$ cat src/include/tof_pkg.sv
package tof_pkg;

  ////////////////////////////////////////////////////////////
  // Widths and counts
  localparam int TEMP_W   = 10;
  localparam int OFS_W    = 8;
  localparam int NUM_CH   = 3;
  localparam int NUM_FAN  = 4;
  localparam int AVG_LOG2 = 2;
  localparam int ADR_W    = 10;
  localparam int IDX_LSB  = 2;

  ////////////////////////////////////////////////////////////
  // Register indices, byte address is four times the index
  localparam logic [7:0] IDX_REM1_OFS  = 8'h70;
  localparam logic [7:0] IDX_LOCAL_OFS = 8'h71;
  localparam logic [7:0] IDX_REM2_OFS  = 8'h72;
  localparam logic [7:0] IDX_CFG_TWO   = 8'h73;
  localparam logic [7:0] IDX_THRESH    = 8'h7d;
  localparam logic [7:0] IDX_LOCK      = 8'h40;
  localparam logic [7:0] IDX_RD_REM1   = 8'h80;
  localparam logic [7:0] IDX_RD_LOCAL  = 8'h81;
  localparam logic [7:0] IDX_RD_REM2   = 8'h82;

  ////////////////////////////////////////////////////////////
  // Reset values
  localparam logic [7:0]        RST_OFS    = 8'h00;
  localparam logic [7:0]        RST_CFG    = 8'h00;
  localparam logic [7:0]        RST_THRESH = 8'h00;
  localparam logic [TEMP_W-1:0] RST_TEMP   = 10'h000;

  ////////////////////////////////////////////////////////////
  // Field positions
  localparam int CFG_FAN_LSB = 0;
  localparam int CFG_AVG_BIT = 4;
  localparam int LOCK_BIT    = 0;
  localparam int CH_REM1     = 0;
  localparam int CH_LOCAL    = 1;
  localparam int CH_REM2     = 2;

  ////////////////////////////////////////////////////////////
  // Temperature sample, quarter degree per count
  typedef struct packed {
    logic                     vld;
    logic signed [TEMP_W-1:0] val;
  } tof_temp_t;

endpackage

$ cat src/rtl/tof_temp_offset_top.sv
// Decided for this implementation: register access over Wishbone.
`timescale 1ns/1ps
// Contract
// Remote-1 readings get the signed remote-1 offset added, quarter degree per count
// Local readings get the signed local offset added, quarter degree per count
// Remote-2 readings get the signed remote-2 offset added, quarter degree per count
// After lock is set, remote-1 and local offset writes are ignored
// Reset clears all three offsets and configuration register two
// Config bit 0: fan 1 pulse input, or two-wire sensing when one
// Config bit 1: fan 2 pulse input, or two-wire sensing when one
// Config bit 2: fan 3 pulse input, or two-wire sensing when one
// Config bit 3: fan 4 pulse input, or two-wire sensing when one
// Two-wire sensing compares against the separate threshold register
// Config bit 4 set turns averaging off, single samples reported
// Corrected temperature is stored and used downstream for limits and fans
module tof_temp_offset_top #(
  parameter int AVG_LOG2 = tof_pkg::AVG_LOG2
) (
  input  wire logic                              clk_sys_in,
  input  wire logic                              rst_n_in,
  input  wire logic                              wb_cyc_in,
  input  wire logic                              wb_stb_in,
  input  wire logic                              wb_we_in,
  input  wire logic [tof_pkg::ADR_W-1:0]         wb_adr_in,
  input  wire logic [3:0]                        wb_sel_in,
  input  wire logic [31:0]                       wb_dat_in,
  output logic      [31:0]                       wb_dat_out,
  output logic                                   wb_ack_out,
  input  wire tof_pkg::tof_temp_t [tof_pkg::NUM_CH-1:0] raw_temp_in,
  input  wire logic [tof_pkg::NUM_FAN-1:0]       fan_speed_pulse_in,
  input  wire logic [tof_pkg::NUM_FAN-1:0][7:0]  fan_sense_level_in,
  output logic      [tof_pkg::NUM_FAN-1:0]       fan_pulse_out,
  output logic      [tof_pkg::NUM_FAN-1:0]       fan_two_wire_select_out,
  output logic                                   averaging_off_out,
  output logic      [7:0]                        fan_sense_threshold_out,
  output logic                                   cfg_locked_out,
  output tof_pkg::tof_temp_t [tof_pkg::NUM_CH-1:0] corr_temp_out
);

  ////////////////////////////////////////////////////////////
  // Reset release

  logic rst_meta_ff;
  logic rst_sync_ff;

  always_ff @(posedge clk_sys_in or negedge rst_n_in) begin
    if (!rst_n_in) begin
      rst_meta_ff <= 1'b0;
      rst_sync_ff <= 1'b0;
    end else begin
      rst_meta_ff <= 1'b1;
      rst_sync_ff <= rst_meta_ff;
    end
  end

  ////////////////////////////////////////////////////////////
  // Register state

  logic [7:0]                             rem1_ofs_ff;
  logic [7:0]                             local_ofs_ff;
  logic [7:0]                             rem2_ofs_ff;
  logic [tof_pkg::NUM_CH-1:0][7:0]        ofs_all;
  logic [7:0]                             cfg_two_ff;
  logic [7:0]                             thresh_ff;
  logic                                   lock_ff;
  logic [tof_pkg::NUM_CH-1:0][tof_pkg::TEMP_W-1:0] rd_temp_ff;
  logic                                   ack_ff;
  logic [31:0]                            rd_dat_ff;
  logic [31:0]                            nxt_rd_dat;
  logic [7:0]                             bus_idx;
  logic                                   bus_req;
  logic                                   bus_wr;
  logic                                   bus_rd;
  logic                                   wr_rem1;
  logic                                   wr_local;
  logic                                   wr_rem2;
  logic                                   wr_cfg;
  logic                                   wr_thresh;
  logic                                   wr_lock;

  ////////////////////////////////////////////////////////////
  // Bus decode

  function automatic logic reg_wr(input logic       wr,
                                  input logic [7:0] idx,
                                  input logic [7:0] want);
    return wr && (idx == want);
  endfunction

  assign bus_idx = wb_adr_in[tof_pkg::IDX_LSB +: 8];
  assign bus_req = wb_cyc_in && wb_stb_in && !ack_ff;
  assign bus_wr  = bus_req && wb_we_in && wb_sel_in[0];
  assign bus_rd  = bus_req && !wb_we_in;

  ////////////////////////////////////////////////////////////
  // Per-register write strobes

  // Offset strobes, remote-1 and local locked, remote-2 not
  assign wr_rem1   = reg_wr(bus_wr, bus_idx, tof_pkg::IDX_REM1_OFS);
  assign wr_local  = reg_wr(bus_wr, bus_idx, tof_pkg::IDX_LOCAL_OFS);
  assign wr_rem2   = reg_wr(bus_wr, bus_idx, tof_pkg::IDX_REM2_OFS);
  // Configuration strobe
  assign wr_cfg    = reg_wr(bus_wr, bus_idx, tof_pkg::IDX_CFG_TWO);
  // Threshold strobe
  assign wr_thresh = reg_wr(bus_wr, bus_idx, tof_pkg::IDX_THRESH);
  // Lock register strobe
  assign wr_lock   = reg_wr(bus_wr, bus_idx, tof_pkg::IDX_LOCK);

  ////////////////////////////////////////////////////////////
  // Acknowledge, one cycle after the strobe, dropped after one cycle

  always_ff @(posedge clk_sys_in or negedge rst_sync_ff) begin
    if (!rst_sync_ff) begin
      ack_ff <= 1'b0;
    end else begin
      ack_ff <= bus_req;
    end
  end

  ////////////////////////////////////////////////////////////
  // Offset registers, each one its own variable

  // Lock blocks write
  // Offset cleared
  always_ff @(posedge clk_sys_in or negedge rst_sync_ff) begin
    if (!rst_sync_ff) begin
      rem1_ofs_ff <= tof_pkg::RST_OFS;
    end else if (wr_rem1 && !lock_ff) begin
      rem1_ofs_ff <= wb_dat_in[7:0];
    end
  end

  // Lock blocks write
  // Offset cleared
  always_ff @(posedge clk_sys_in or negedge rst_sync_ff) begin
    if (!rst_sync_ff) begin
      local_ofs_ff <= tof_pkg::RST_OFS;
    end else if (wr_local && !lock_ff) begin
      local_ofs_ff <= wb_dat_in[7:0];
    end
  end

  // Remote-2 offset stays writable under lock
  // Offset cleared
  always_ff @(posedge clk_sys_in or negedge rst_sync_ff) begin
    if (!rst_sync_ff) begin
      rem2_ofs_ff <= tof_pkg::RST_OFS;
    end else if (wr_rem2) begin
      rem2_ofs_ff <= wb_dat_in[7:0];
    end
  end

  ////////////////////////////////////////////////////////////
  // Offsets gathered per channel for the adders

  always_comb begin
    ofs_all                    = '0;
    ofs_all[tof_pkg::CH_REM1]  = rem1_ofs_ff;
    ofs_all[tof_pkg::CH_LOCAL] = local_ofs_ff;
    ofs_all[tof_pkg::CH_REM2]  = rem2_ofs_ff;
  end

  ////////////////////////////////////////////////////////////
  // Configuration, threshold and lock

  // Config cleared
  always_ff @(posedge clk_sys_in or negedge rst_sync_ff) begin
    if (!rst_sync_ff) begin
      cfg_two_ff <= tof_pkg::RST_CFG;
    end else if (wr_cfg) begin
      cfg_two_ff <= wb_dat_in[7:0];
    end
  end

  // Threshold register store
  always_ff @(posedge clk_sys_in or negedge rst_sync_ff) begin
    if (!rst_sync_ff) begin
      thresh_ff <= tof_pkg::RST_THRESH;
    end else if (wr_thresh) begin
      thresh_ff <= wb_dat_in[7:0];
    end
  end

  // Lock sets once
  always_ff @(posedge clk_sys_in or negedge rst_sync_ff) begin
    if (!rst_sync_ff) begin
      lock_ff <= 1'b0;
    end else if (wr_lock && wb_dat_in[tof_pkg::LOCK_BIT]) begin
      lock_ff <= 1'b1;
    end
  end

  ////////////////////////////////////////////////////////////
  // Read data

  // Readings and registers read back
  always_comb begin
    nxt_rd_dat = 32'h0000_0000;
    case (bus_idx)
      tof_pkg::IDX_REM1_OFS: begin
        nxt_rd_dat[7:0] = rem1_ofs_ff;
      end
      tof_pkg::IDX_LOCAL_OFS: begin
        nxt_rd_dat[7:0] = local_ofs_ff;
      end
      tof_pkg::IDX_REM2_OFS: begin
        nxt_rd_dat[7:0] = rem2_ofs_ff;
      end
      tof_pkg::IDX_CFG_TWO: begin
        nxt_rd_dat[7:0] = cfg_two_ff;
      end
      tof_pkg::IDX_THRESH: begin
        nxt_rd_dat[7:0] = thresh_ff;
      end
      tof_pkg::IDX_LOCK: begin
        nxt_rd_dat[tof_pkg::LOCK_BIT] = lock_ff;
      end
      tof_pkg::IDX_RD_REM1: begin
        nxt_rd_dat[tof_pkg::TEMP_W-1:0] = rd_temp_ff[tof_pkg::CH_REM1];
      end
      tof_pkg::IDX_RD_LOCAL: begin
        nxt_rd_dat[tof_pkg::TEMP_W-1:0] = rd_temp_ff[tof_pkg::CH_LOCAL];
      end
      tof_pkg::IDX_RD_REM2: begin
        nxt_rd_dat[tof_pkg::TEMP_W-1:0] = rd_temp_ff[tof_pkg::CH_REM2];
      end
      default: begin
        nxt_rd_dat = 32'h0000_0000;
      end
    endcase
  end

  // Read word held until the next read is taken
  always_ff @(posedge clk_sys_in or negedge rst_sync_ff) begin
    if (!rst_sync_ff) begin
      rd_dat_ff <= 32'h0000_0000;
    end else if (bus_rd) begin
      rd_dat_ff <= nxt_rd_dat;
    end
  end

  ////////////////////////////////////////////////////////////
  // Temperature path: averaging, then offset correction

  tof_pkg::tof_temp_t [tof_pkg::NUM_CH-1:0] avg_smp;
  tof_pkg::tof_temp_t [tof_pkg::NUM_CH-1:0] corr_smp;
  tof_pkg::tof_temp_t [tof_pkg::NUM_CH-1:0] corr_out_ff;

  for (genvar c = 0; c < tof_pkg::NUM_CH; c++) begin : g_ch
    // Averaging off select
    tof_avg #(
      .LOG2       (AVG_LOG2)
    ) u_avg (
      .clk_in     (clk_sys_in),
      .rst_n_in   (rst_sync_ff),
      .avg_off_in (cfg_two_ff[tof_pkg::CFG_AVG_BIT]),
      .smp_in     (raw_temp_in[c]),
      .smp_out    (avg_smp[c])
    );

    // Offset added per channel
    tof_ofs_add u_ofs (
      .clk_in     (clk_sys_in),
      .rst_n_in   (rst_sync_ff),
      .ofs_in     (ofs_all[c]),
      .smp_in     (avg_smp[c]),
      .smp_out    (corr_smp[c])
    );
  end

  // Corrected reading stored
  always_ff @(posedge clk_sys_in or negedge rst_sync_ff) begin
    if (!rst_sync_ff) begin
      rd_temp_ff <= '{default: tof_pkg::RST_TEMP};
    end else begin
      for (int c = 0; c < tof_pkg::NUM_CH; c++) begin
        if (corr_smp[c].vld) begin
          rd_temp_ff[c] <= corr_smp[c].val;
        end
      end
    end
  end

  // Corrected sample passed on
  always_ff @(posedge clk_sys_in or negedge rst_sync_ff) begin
    if (!rst_sync_ff) begin
      corr_out_ff <= '0;
    end else begin
      for (int c = 0; c < tof_pkg::NUM_CH; c++) begin
        corr_out_ff[c].vld <= corr_smp[c].vld;
        if (corr_smp[c].vld) begin
          corr_out_ff[c].val <= corr_smp[c].val;
        end
      end
    end
  end

  ////////////////////////////////////////////////////////////
  // Fan speed sense selection

  logic [tof_pkg::NUM_FAN-1:0] fan_pulse_ff;
  logic [tof_pkg::NUM_FAN-1:0] fan_sel;
  logic [tof_pkg::NUM_FAN-1:0] fan_level_hit;

  // Per fan select
  assign fan_sel = cfg_two_ff[tof_pkg::CFG_FAN_LSB +: tof_pkg::NUM_FAN];

  // Threshold comparison
  always_comb begin
    fan_level_hit = '0;
    for (int f = 0; f < tof_pkg::NUM_FAN; f++) begin
      fan_level_hit[f] = (fan_sense_level_in[f] > thresh_ff);
    end
  end

  // Two-wire or pulse routing
  always_ff @(posedge clk_sys_in or negedge rst_sync_ff) begin
    if (!rst_sync_ff) begin
      fan_pulse_ff <= '0;
    end else begin
      for (int f = 0; f < tof_pkg::NUM_FAN; f++) begin
        if (fan_sel[f]) begin
          fan_pulse_ff[f] <= fan_level_hit[f];
        end else begin
          fan_pulse_ff[f] <= fan_speed_pulse_in[f];
        end
      end
    end
  end

  ////////////////////////////////////////////////////////////
  // Outputs

  assign wb_ack_out              = ack_ff;
  assign wb_dat_out              = rd_dat_ff;
  assign fan_pulse_out           = fan_pulse_ff;
  assign fan_two_wire_select_out = fan_sel;
  assign averaging_off_out       = cfg_two_ff[tof_pkg::CFG_AVG_BIT];
  assign fan_sense_threshold_out = thresh_ff;
  assign cfg_locked_out          = lock_ff;
  assign corr_temp_out           = corr_out_ff;

endmodule

$ cat src/rtl/tof_avg.sv
`timescale 1ns/1ps
module tof_avg #(
  parameter int LOG2 = tof_pkg::AVG_LOG2
) (
  input  wire logic              clk_in,
  input  wire logic              rst_n_in,
  input  wire logic              avg_off_in,
  input  wire tof_pkg::tof_temp_t smp_in,
  output tof_pkg::tof_temp_t     smp_out
);

  localparam int AW = tof_pkg::TEMP_W + LOG2;

  logic signed [AW-1:0] acc_ff;
  logic [LOG2-1:0]      cnt_ff;
  logic signed [AW-1:0] ext;
  logic signed [AW-1:0] sum;
  logic signed [AW-1:0] mean;

  assign ext  = AW'(smp_in.val);
  assign sum  = acc_ff + ext;
  assign mean = sum >>> LOG2;

  ////////////////////////////////////////////////////////////
  // Averaging over a block of samples, or single samples
  always_ff @(posedge clk_in or negedge rst_n_in) begin
    if (!rst_n_in) begin
      acc_ff  <= '0;
      cnt_ff  <= '0;
      smp_out <= '0;
    end else begin
      smp_out.vld <= 1'b0;
      if (avg_off_in) begin
        acc_ff <= '0;
        cnt_ff <= '0;
        if (smp_in.vld) begin
          smp_out <= smp_in;
        end
      end else if (smp_in.vld) begin
        cnt_ff <= cnt_ff + 1'b1;
        if (&cnt_ff) begin
          acc_ff      <= '0;
          smp_out.vld <= 1'b1;
          smp_out.val <= mean[tof_pkg::TEMP_W-1:0];
        end else begin
          acc_ff <= sum;
        end
      end
    end
  end

endmodule

$ cat src/rtl/tof_ofs_add.sv
`timescale 1ns/1ps
module tof_ofs_add (
  input  wire logic                     clk_in,
  input  wire logic                     rst_n_in,
  input  wire logic [tof_pkg::OFS_W-1:0] ofs_in,
  input  wire tof_pkg::tof_temp_t       smp_in,
  output tof_pkg::tof_temp_t            smp_out
);

  localparam int SW = tof_pkg::TEMP_W + 1;

  logic signed [SW-1:0] sum;

  assign sum = SW'(smp_in.val) + SW'($signed(ofs_in));

  function automatic logic [tof_pkg::TEMP_W-1:0] sat(input logic signed [SW-1:0] s);
    logic [tof_pkg::TEMP_W-1:0] r;
    r = s[tof_pkg::TEMP_W-1:0];
    if (s[SW-1] != s[SW-2]) begin
      r = {s[SW-1], {(tof_pkg::TEMP_W-1){~s[SW-1]}}};
    end
    return r;
  endfunction

  ////////////////////////////////////////////////////////////
  // Signed offset added, clamped to the reading range
  always_ff @(posedge clk_in or negedge rst_n_in) begin
    if (!rst_n_in) begin
      smp_out <= '0;
    end else begin
      smp_out.vld <= smp_in.vld;
      if (smp_in.vld) begin
        smp_out.val <= sat(sum);
      end
    end
  end

endmodule

$ cat config.mk
export PLATFORM = sky130hd
export DESIGN_NAME = tof_temp_offset_top
export DESIGN_NICKNAME = d
export VERILOG_FILES = /design/src/include/tof_pkg.sv /design/src/rtl/tof_temp_offset_top.sv /design/src/rtl/tof_avg.sv /design/src/rtl/tof_ofs_add.sv
export SDC_FILE = /design/constraint.sdc
export NUM_CORES = 1
export LEC_CHECK = 0
export ABC_CLOCK_PERIOD_IN_PS = 6300
export BUFFER_PORTS_ARGS = -buffer_cell sky130_fd_sc_hd__buf_2
export CAP_MARGIN = 20
export CORE_MARGIN = 2
export CORE_UTILIZATION = 52
export DETAILED_ROUTE_END_ITERATION = 8
export GPL_TIMING_DRIVEN = 0
export PLACE_DENSITY_LB_ADDON = 0.3
export SLEW_MARGIN = 20
export SYNTH_ARGS = -nofsm -noshare
export SYNTH_HDL_FRONTEND = slang
export SYNTH_SLANG_ARGS = --single-unit
$ cat constraint.sdc
create_clock -name clk_sys_in -period 6.3 [get_ports clk_sys_in]
set_clock_uncertainty 0.15 [all_clocks]
set_input_delay 0.63 -clock clk_sys_in [delete_from_list [all_inputs] [get_ports clk_sys_in]]
set_output_delay 0.63 -clock clk_sys_in [all_outputs]
set_load 0.01 [all_outputs]
# Word level (Yosys, flattened, before mapping)
# Cells that the tools add are included.
op_classes:
  mux: 37
  order_cmp: 4
  addsub: 9
  n_eq_ne: 12
  bitwise_logic: 3
  reduce_logical: 29
ops:
  columns: ["operator", "count"]
  rows:
  - ["$mux W11", 12]
  - ["$mux W12", 9]
  - ["$pmux W7 S8", 1]
  - ["$eq A8 B7 Y1 const B", 6]
  - ["$add A12 B10 Y12", 3]
  - ["$add A10 B8 Y11", 3]
  - ["$gt A8 B8 Y1", 4]
  - ["$mux W10", 3]
  - ["$eq A8 B8 Y1 const B", 3]
  - ["$logic_and A1 B1 Y1", 14]
  - ["$mux W2", 6]
  - ["$reduce_and A2 Y1", 6]
  - ["$reduce_bool A2 Y1", 6]
  - ["$pmux W1 S9", 1]
  - ["$add A2 B1 Y2 const B", 3]
  - ["$pmux W2 S3", 1]
  - ["$mux W1", 4]
  - ["$logic_not A1 Y1", 3]
  - ["$ne A1 B1 Y1", 3]
  - ["$not A1 Y1", 3]
word_totals:
  reg_bits: 199
  output_inout_bits: 84
  elab_cells: 129

# Logic depth before layout (Yosys ltp)
# Gate-level depths: netlist of the first run.
depth:
  ltp_word: 6
  depth_mapped: 10
  depth_no_buf: 10

# Hierarchy
# From an unflattened synthesis of the first run, not the netlist that was laid out.
unflattened:
  cells_unflattened: 1273
  area_unflattened_um2: 12548.3
modules_own_cells:
  columns: ["mod", "n_inst", "area_each_um2", "cells_each"]
  rows:
  - ["tof_temp_offset_top", 1, 4944.7, 434]
  - ["tof_avg at g_ch[0].u_avg ...", 2, 1579.0, 170]
  - ["tof_ofs_add", 3, 957.2, 110]
  - ["tof_avg at g_ch[1].u_avg", 1, 1574.0, 169]

# Worst setup path before layout of the first run
# No wires, ideal clock.
synth_path:
  path_type: "in2reg"
  start: "input raw_temp_in[6] (netlist name)"
  end: "register g_ch[0].u_avg.smp_out[9] (netlist name)"
  arrival_time_ns: 2.458
  path_buffers: 0
  setup_slack_ns: 3.569
  t_required_ns: 6.026
  path_stages: 8
  path_cell_list: "ha_1 > and4_1 > a2111oi_0 > o31a_1 > o21ai_1 > xnor2_1 > o21a_1 > o31a_1"
synth_between:
  elab_chain_len: 4
synth_rtl:
  columns: ["item", "line", "rtl"]
  rows:
  - ["start: declaration", "tof_temp_offset_top.sv:29", "input wire tof_pkg::tof_temp_t [tof_pkg::NUM_CH-1:0] raw_temp_in,"]
  - ["$add A12 B10 Y12", "tof_avg.sv:21", "assign sum = acc_ff + ext;"]
  - ["$mux W11", "tof_avg.sv:41", "if (&cnt_ff) begin"]
  - ["$mux W11", "tof_avg.sv:39", "end else if (smp_in.vld) begin"]
  - ["$mux W11", "tof_avg.sv:33", "if (avg_off_in) begin"]
  - ["end signal: assignment", "tof_avg.sv:37", "smp_out <= smp_in;"]
  - ["end: declaration", "tof_avg.sv:9", "output tof_pkg::tof_temp_t smp_out"]
# Every way passes these cells. The select of a mux whose other input is x is not followed.
# A chain may end at the register's enable or synchronous reset.

# Worst setup path after layout of the first run
layout_path:
  start: "register local_ofs_ff[0]"
  end: "register g_ch[1].u_ofs.smp_out[8] (netlist name)"
layout_between:
  elab_chain_len: 3
layout_rtl:
  columns: ["item", "line", "rtl"]
  rows:
  - ["start: declaration", "tof_temp_offset_top.sv:60", "logic [7:0] local_ofs_ff;"]
  - ["start signal: assignment", "tof_temp_offset_top.sv:137", "local_ofs_ff <= tof_pkg::RST_OFS;"]
  - ["start signal: assignment", "tof_temp_offset_top.sv:139", "local_ofs_ff <= wb_dat_in[7:0];"]
  - ["$add A10 B8 Y11 (*)", "tof_ofs_add.sv:14", "assign sum = SW'(smp_in.val) + SW'($signed(ofs_in));"]
  - ["$ne A1 B1 Y1 or $not A1 Y1 (tied branches)", "tof_ofs_add.sv:19, tof_ofs_add.sv:20", null]
  - ["$mux W10 (*)", "tof_ofs_add.sv:19", "if (s[SW-1] != s[SW-2]) begin"]
  - ["end: declaration", "tof_ofs_add.sv:7", "output tof_pkg::tof_temp_t smp_out"]
# Every way passes the cells marked *; elsewhere a longest branch is shown, timed or not.

==> results of run 1 <==
## routing by layer
layer  part of all wire  up-vias  global-route usage
met5                  0        -                   0
met3              0.056       59              0.0396
met4              0.031        0              0.0992
li1                   -     4861                   -
met1               0.45     4842               0.355
met2               0.46      358               0.432
## logic make-up (layout without fill, tap and decap cells)
group / after synthesis / after routing / share of synthesized area
AO/OA/AOI/OAI: 304 / 304 / 0.164
XOR/XNOR: 44 / 44 / 0.0318
adder cells (fa/ha/maj): 106 / 106 / 0.113
buffers and inverters: 148 / 333 / 0.0544
flip-flops: 199 / 199 / 0.411
multiplexers: 85 / 85 / 0.0769
other: 2 / 23 / 0.000620
AND/OR/NAND/NOR: 368 / 368 / 0.148
## flip-flops by register name, indices dropped and copies added (netlist names), 4 cells and up
name,count
rem2_ofs_ff,8
g_ch.u_avg.cnt_ff,6
g_ch.u_ofs.smp_out,33
local_ofs_ff,8
fan_sense_threshold_out,8
rem1_ofs_ff,8
cfg_two_ff,8
g_ch.u_avg.acc_ff,36
g_ch.u_avg.smp_out,33
wb_dat_out,10
corr_temp_out,33
fan_pulse_out,4
## worst reg2reg max path, cell delays in order, from the launching register on
cell	delay, ps
dfrtp_1	430
ha_1	220
inv_1	60
fa_1	370
nand2b_1	200
a21oi_1	230
o31a_1	170
o22ai_1	140
nor2_1	480
o211ai_1	190
o21ai_0	120
## stage by stage
| step | setup TNS (ps) | setup WS [ps] |
|---|---|---|
| 2_1_floorplan | 0 | 194 |
| 3_3_place_gp | -409290 | -2100 |
| 3_5_place_dp | 0 | 3160 |
| 4_1_cts | 0 | 3460 |
| 5_1_grt | 0 | 3170 |
| 6_report | 0 | 3450 |
## cell usage in the layout (no fill, tap or decap), types with 27 or more instances in the layout
master / count
dfrtp_1: 198
a22oi_1: 37
nor2_1: 110
o21ai_0: 61
inv_1: 83
nand3_1: 37
clkbuf_1: 28
nand2_1: 98
o22ai_1: 27
a21oi_1: 62
buf_2: 152
ha_1: 98
xnor2_1: 35
mux2_2: 65
## report_power, final
group / switching [mW] / total, mW / internal [mW]
registers: 0.0895 / 1.46 / 1.37
clock network: 0.545 / 1.09 / 0.548
logic: 0.256 / 0.453 / 0.197
total: 0.890 / 3.00 / 2.11
## area by class of cell
class / instances / area, um^2
buffer: 63 / 340
clock buffer: 19 / 453
clock inverter: 13 / 130
fill: 1924 / 8760
inverter: 85 / 319
multi-input combinational: 930 / 6560
sequential: 199 / 4980
tap: 313 / 392
timing repair buffer: 153 / 846
## path summary, 6_finish.rpt
path	start	end	slack [ps]
max in group asynchronous	rst_sync_ff$_DFF_PN0_	corr_temp_out[6]$_DFFE_PN0P_	4790
setup / recovery	local_ofs_ff[0]$_DFFE_PN0P_	g_ch[1].u_ofs.smp_out[8]$_DFFE_PN0P_	3450
min in group clk_sys_in	rst_meta_ff$_DFF_PN0_	rst_sync_ff$_DFF_PN0_	210
hold / removal	rst_sync_ff$_DFF_PN0_	g_ch[1].u_avg.acc_ff[2]$_DFFE_PN0P_	100
hold reg to reg	rst_sync_ff$_DFF_PN0_	g_ch[1].u_avg.acc_ff[2]$_DFFE_PN0P_	100
setup reg to reg	local_ofs_ff[0]$_DFFE_PN0P_	g_ch[1].u_ofs.smp_out[8]$_DFFE_PN0P_	3450
## timing repair
action / 4_1_cts / 5_1_grt
buffers inserted: 0 / 0
hold buffers: 1 / 0
endpoints found under the hold margin: 2 / 0
==> impl_metrics.tcl, run 1 <==
set metrics [dict create \
    outcome "finished, final reports clean" \
    cap_violations 0 \
    synth_commonest_cells "dfrtp_1, nor2_1, ha_1, nand2_1, inv_1" \
    synthArstFlopShare 1.00 \
    route.detailed.drc 0 \
    synth-seq-area-share 0.411 \
    htree_levels 4 \
    drive_gt1_frac 0.211 \
    grt_setup_unrepaired "false" \
    postLayoutCellArea_um2 14000 \
    clock_sinks 199 \
    grt_usage 0.264 \
    ys_ff_latch 199 \
    fin_util 0.616 \
    worst_ep_arrival_time_ps 3070 \
    placed_area_um2 13400 \
    grt_pass1_wl_mm 50.7 \
    hpwlAfterDp_mm 24.5 \
    hp-class "register to asynchronous set/reset pin" \
    final.min_clock_period_ps 2850 \
    grt_max_degree 54 \
    initialDrtViolationCount 848 \
    ir_drop_mv 0.185 \
    grt_pass1_vias 9842 \
    crit_path_start_kind "register" \
    worst-path-stages 10 \
    cp_slowest_cell "nor2_1" \
    place_congestion 0.918 \
    ys_types 77 \
    max_slew_margin 0.466 \
    grt_antenna_before_repair 0 \
    netlist_area_um2 12100 \
    postRouteAntennaNets 0 \
    clk_path_buf_depth 2 \
    setup_viol 0 \
    whs_ps 104 \
    path_max_fanout 8 \
    wl_per_cell_um 17.7 \
    max_freq_mhz 351 \
    p_per_area_nw_per_um2 214 \
    cts_tree "yes" \
    cpLargestDelayFamily "compound AO/OA/AOI/OAI gates" \
    pin_count 204 \
    end_kind "register" \
    drt_wl_total_mm 31.5 \
    yosysTopAreaCell "dfrtp_1" \
    finalNetCount 1673 \
    drt_pass1_iterations 5 \
    cp.required_ps 6520 \
    io_buffer_count 148 \
    crit_buf_inv 1 \
    ys.flop_type "dfrtp_1" \
    synthCells 1256 \
    synth_edf_count 0 \
    numCtsBuffers 17 \
    reg2regPathDepth 10 \
    vias_per_cell 5.70 \
    hold_violations 0 \
    yosys.area.top_type_share 0.411 \
    clk_latency_ps 450 \
    coreArea_um2 22800 \
    synth_most_common_cell "dfrtp_1" \
    worstSetupPathType "register to register" \
    final_max_slew_viol_count 0 \
    design_power_total_mw 3.00 \
    die_h_um 157 \
    via_count 10120 \
    syn_avg_cell_area_um2 9.65 \
    rows 55 \
    start_util 0.532 \
    syn_to_final_growth_pct 15.7 \
    clkTransAtPathRegs_ps 80 \
    leakage_nw 6.84 \
    min_period_over_period 0.453 \
    synth_area_leaders "dfrtp_1, ha_1, mux2_2" \
    cts_resized 0 \
    die_width_um 157 \
    placed_cells 1742 \
    fin_cells 1775 \
    max_stage_delay_ps 480 \
    gr-total-overflow 0 \
    die_area_um2 24500 \
    root_buffer "clkbuf_16" \
    antennaDiodeCount 0 \
    worst_pin_slew_ps 795 \
    ys_warn_count 0 \
    cp_cell_sequence "ha_1 -> inv_1 -> fa_1 -> nand2b_1 -> a21oi_1 -> o31a_1 -> o22ai_1 -> nor2_1 -> o211ai_1 -> o21ai_0" \
]
Power figures use the tool's default switching activity.
==> run 2, diff against run 1 <==
Settings changed: ABC_CLOCK_PERIOD_IN_PS 6300 to 2690, CORE_UTILIZATION 52 to 57.
Clock period 6.3 ns to 2.69 ns, I/O delays scaled along.
==> impl_metrics.tcl, run 2 (synthesis gave the netlist of run 1 again) <==
set metrics [dict create \
    outcome "finished, final reports clean" \
    min_period_over_period 0.985 \
    critPathCapture "g_ch[2].u_ofs.smp_out[8]$_DFFE_PN0P_" \
    hpwlAfterDp_mm 23.7 \
    cap_violations 0 \
    reg2regPathDepth 10 \
    clkTransAtPathRegs_ps 80 \
    start_util 0.578 \
    pwr-share-seq 0.477 \
    root_buffer "clkbuf_16" \
    combPwrFrac 0.155 \
    pin_count 204 \
    route.detailed.drc 0 \
    syn_to_final_growth_pct 18.9 \
    layout_commonest_cell "dfrtp_1" \
    io_buffer_count 148 \
    place_congestion 0.923 \
    hp-class "input pin to register" \
    grt_pass1_vias 9925 \
    net-switching-power_mw 2.11 \
    vias_per_cell 5.92 \
    coreArea_um2 21000 \
    clockPowerShare 0.368 \
    wl_per_cell_um 18.4 \
    die_h_um 150 \
    holdPathStages 3 \
    drt_pass1_iterations 6 \
    seqCellArea_um2 4980 \
    switching_share 0.295 \
    path_max_fanout 3 \
    end_kind "register" \
    leakage_nw 7.01 \
    drt_wl_total_mm 32.6 \
    r2r_start "rem2_ofs_ff[0]$_DFFE_PN0P_" \
    setup_viol 0 \
    grt_antenna_before_repair 0 \
    multi_input_area_um2 6680 \
    antennaDiodeCount 0 \
    via_count 10459 \
    clock_sinks 199 \
    reg2reg_setup_slack_ps 40 \
    fin_cells 1766 \
    htree_levels 4 \
    cts_tree "yes" \
    clk_latency_ps 450 \
    top_register "g_ch.u_avg.acc_ff" \
    cp.required_ps 2850 \
    max_slew_margin 0.454 \
    die_width_um 150 \
    p_per_area_nw_per_um2 498 \
    final_max_slew_viol_count 0 \
    postRouteAntennaNets 0 \
    drive_gt1_frac 0.228 \
    die_area_um2 22400 \
    finalNetCount 1702 \
    r2r_end "g_ch[2].u_ofs.smp_out[8]$_DFFE_PN0P_" \
    crit_path_start_kind "register" \
    worst_ep_arrival_time_ps 2810 \
    setup-tns-final_ps 0 \
    hold_violations 0 \
    placed_cells 1703 \
    n_fill_cell 1599 \
    initialDrtViolationCount 741 \
    pre_cts_slack_ps -145 \
    clk_path_buf_depth 2 \
    layout_setup_ws_ps 39.6 \
    worstSetupPathType "register to register" \
    largest_register_ff_count 36 \
    grt_usage 0.290 \
    ir_drop_mv 0.463 \
    grt_max_degree 57 \
    p_int_mw 5.06 \
    max_freq_mhz 377 \
    gr-total-overflow 0 \
    final.min_clock_period_ps 2650 \
    grt_pass1_wl_mm 51.0 \
    worst_pin_slew_ps 812 \
    startpoint "rem2_ofs_ff[0]$_DFFE_PN0P_" \
    rows 53 \
    final_cell_mix "dfrtp_1, buf_2, nor2_1" \
    numCtsBuffers 17 \
]
==> run 2: cell types whose count changed in the layout (fill, tap and decap cells not counted), sizes merged <==
cell and delta:
dlygate4sd3 +22, bufinv +1, buf +6
==> run 2: power groups by stage <==
stage                     logic (mW)  clock network, mW  registers (mW)
after CTS                       1.09               2.66            3.42
final                           1.11               2.64            3.42
after floorplan                0.607                  0            3.46
after global placement         0.953                  0            3.51
after global routing            1.23               2.79            3.44
after detailed placement        1.04                  0            3.47
==> run 2: final cells by class <==
type / instances / share of cell area
Multi-Input combinational cell: 930 / 0.464
Sequential cell: 199 / 0.346
Timing Repair Buffer: 182 / 0.0782
Clock buffer: 18 / 0.0305
Tap cell: 275 / 0.0239
Buffer: 63 / 0.0237
Inverter: 85 / 0.0221
Clock inverter: 14 / 0.0118
==> run 2: stage by stage <==
stage | util | total power, mW | hold slack, ps | instance area (um^2)
global placement | 0.634 | 4.46 | -95.7 | 13300
global route | 0.688 | 7.46 | 24.5 | 14400
CTS | 0.680 | 7.16 | 7.20 | 14200
detailed placement | 0.638 | 4.51 | -94.1 | 13400
floorplan | - | 4.07 | -177 | 12200
finish | 0.688 | 7.17 | 13.2 | 14400
==> run 2: routing by layer <==
metal,share of wire,wire length (um),up-vias,GRT usage
met5,0,0,-,0
met3,0.064,2090,87,0.0430
met1,0.43,13900,5029,0.387
met2,0.47,15400,434,0.479
li1,-,-,4909,-
met4,0.036,1160,0,0.111
==> run 2: how the worst min path moves through the flow <==
stage / start / endpoint
finish: raw_temp_in[5] / g_ch[0].u_avg.smp_out[5]$_DFFE_PN0P_
global route: raw_temp_in[5] / g_ch[0].u_avg.smp_out[5]$_DFFE_PN0P_
CTS: wb_dat_in[3] / fan_sense_threshold_out[3]$_DFFE_PN0P_
detailed placement: rst_n_in / rst_meta_ff$_DFF_PN0_
global placement: rst_n_in / rst_meta_ff$_DFF_PN0_
floorplan: rst_n_in / rst_meta_ff$_DFF_PN0_
==> run 2: critical path, cell delays in order, from the launching register on <==
cell      delay, ps
dfrtp_1         430
ha_2            210
inv_1            70
fa_1            190
nand2b_4        150
a21oi_4          70
o211a_1         250
o211ai_1        400
nand3_1         200
a21oi_1         290
a21oi_1         110
==> run 2: what timing repair did <==
item	CTS	global route
resized for setup	5	31
buffers inserted	1	7
endpoints found under the hold margin	22	0
endpoints found under the setup margin	20	72
hold buffers	23	0
pin swaps	2	11
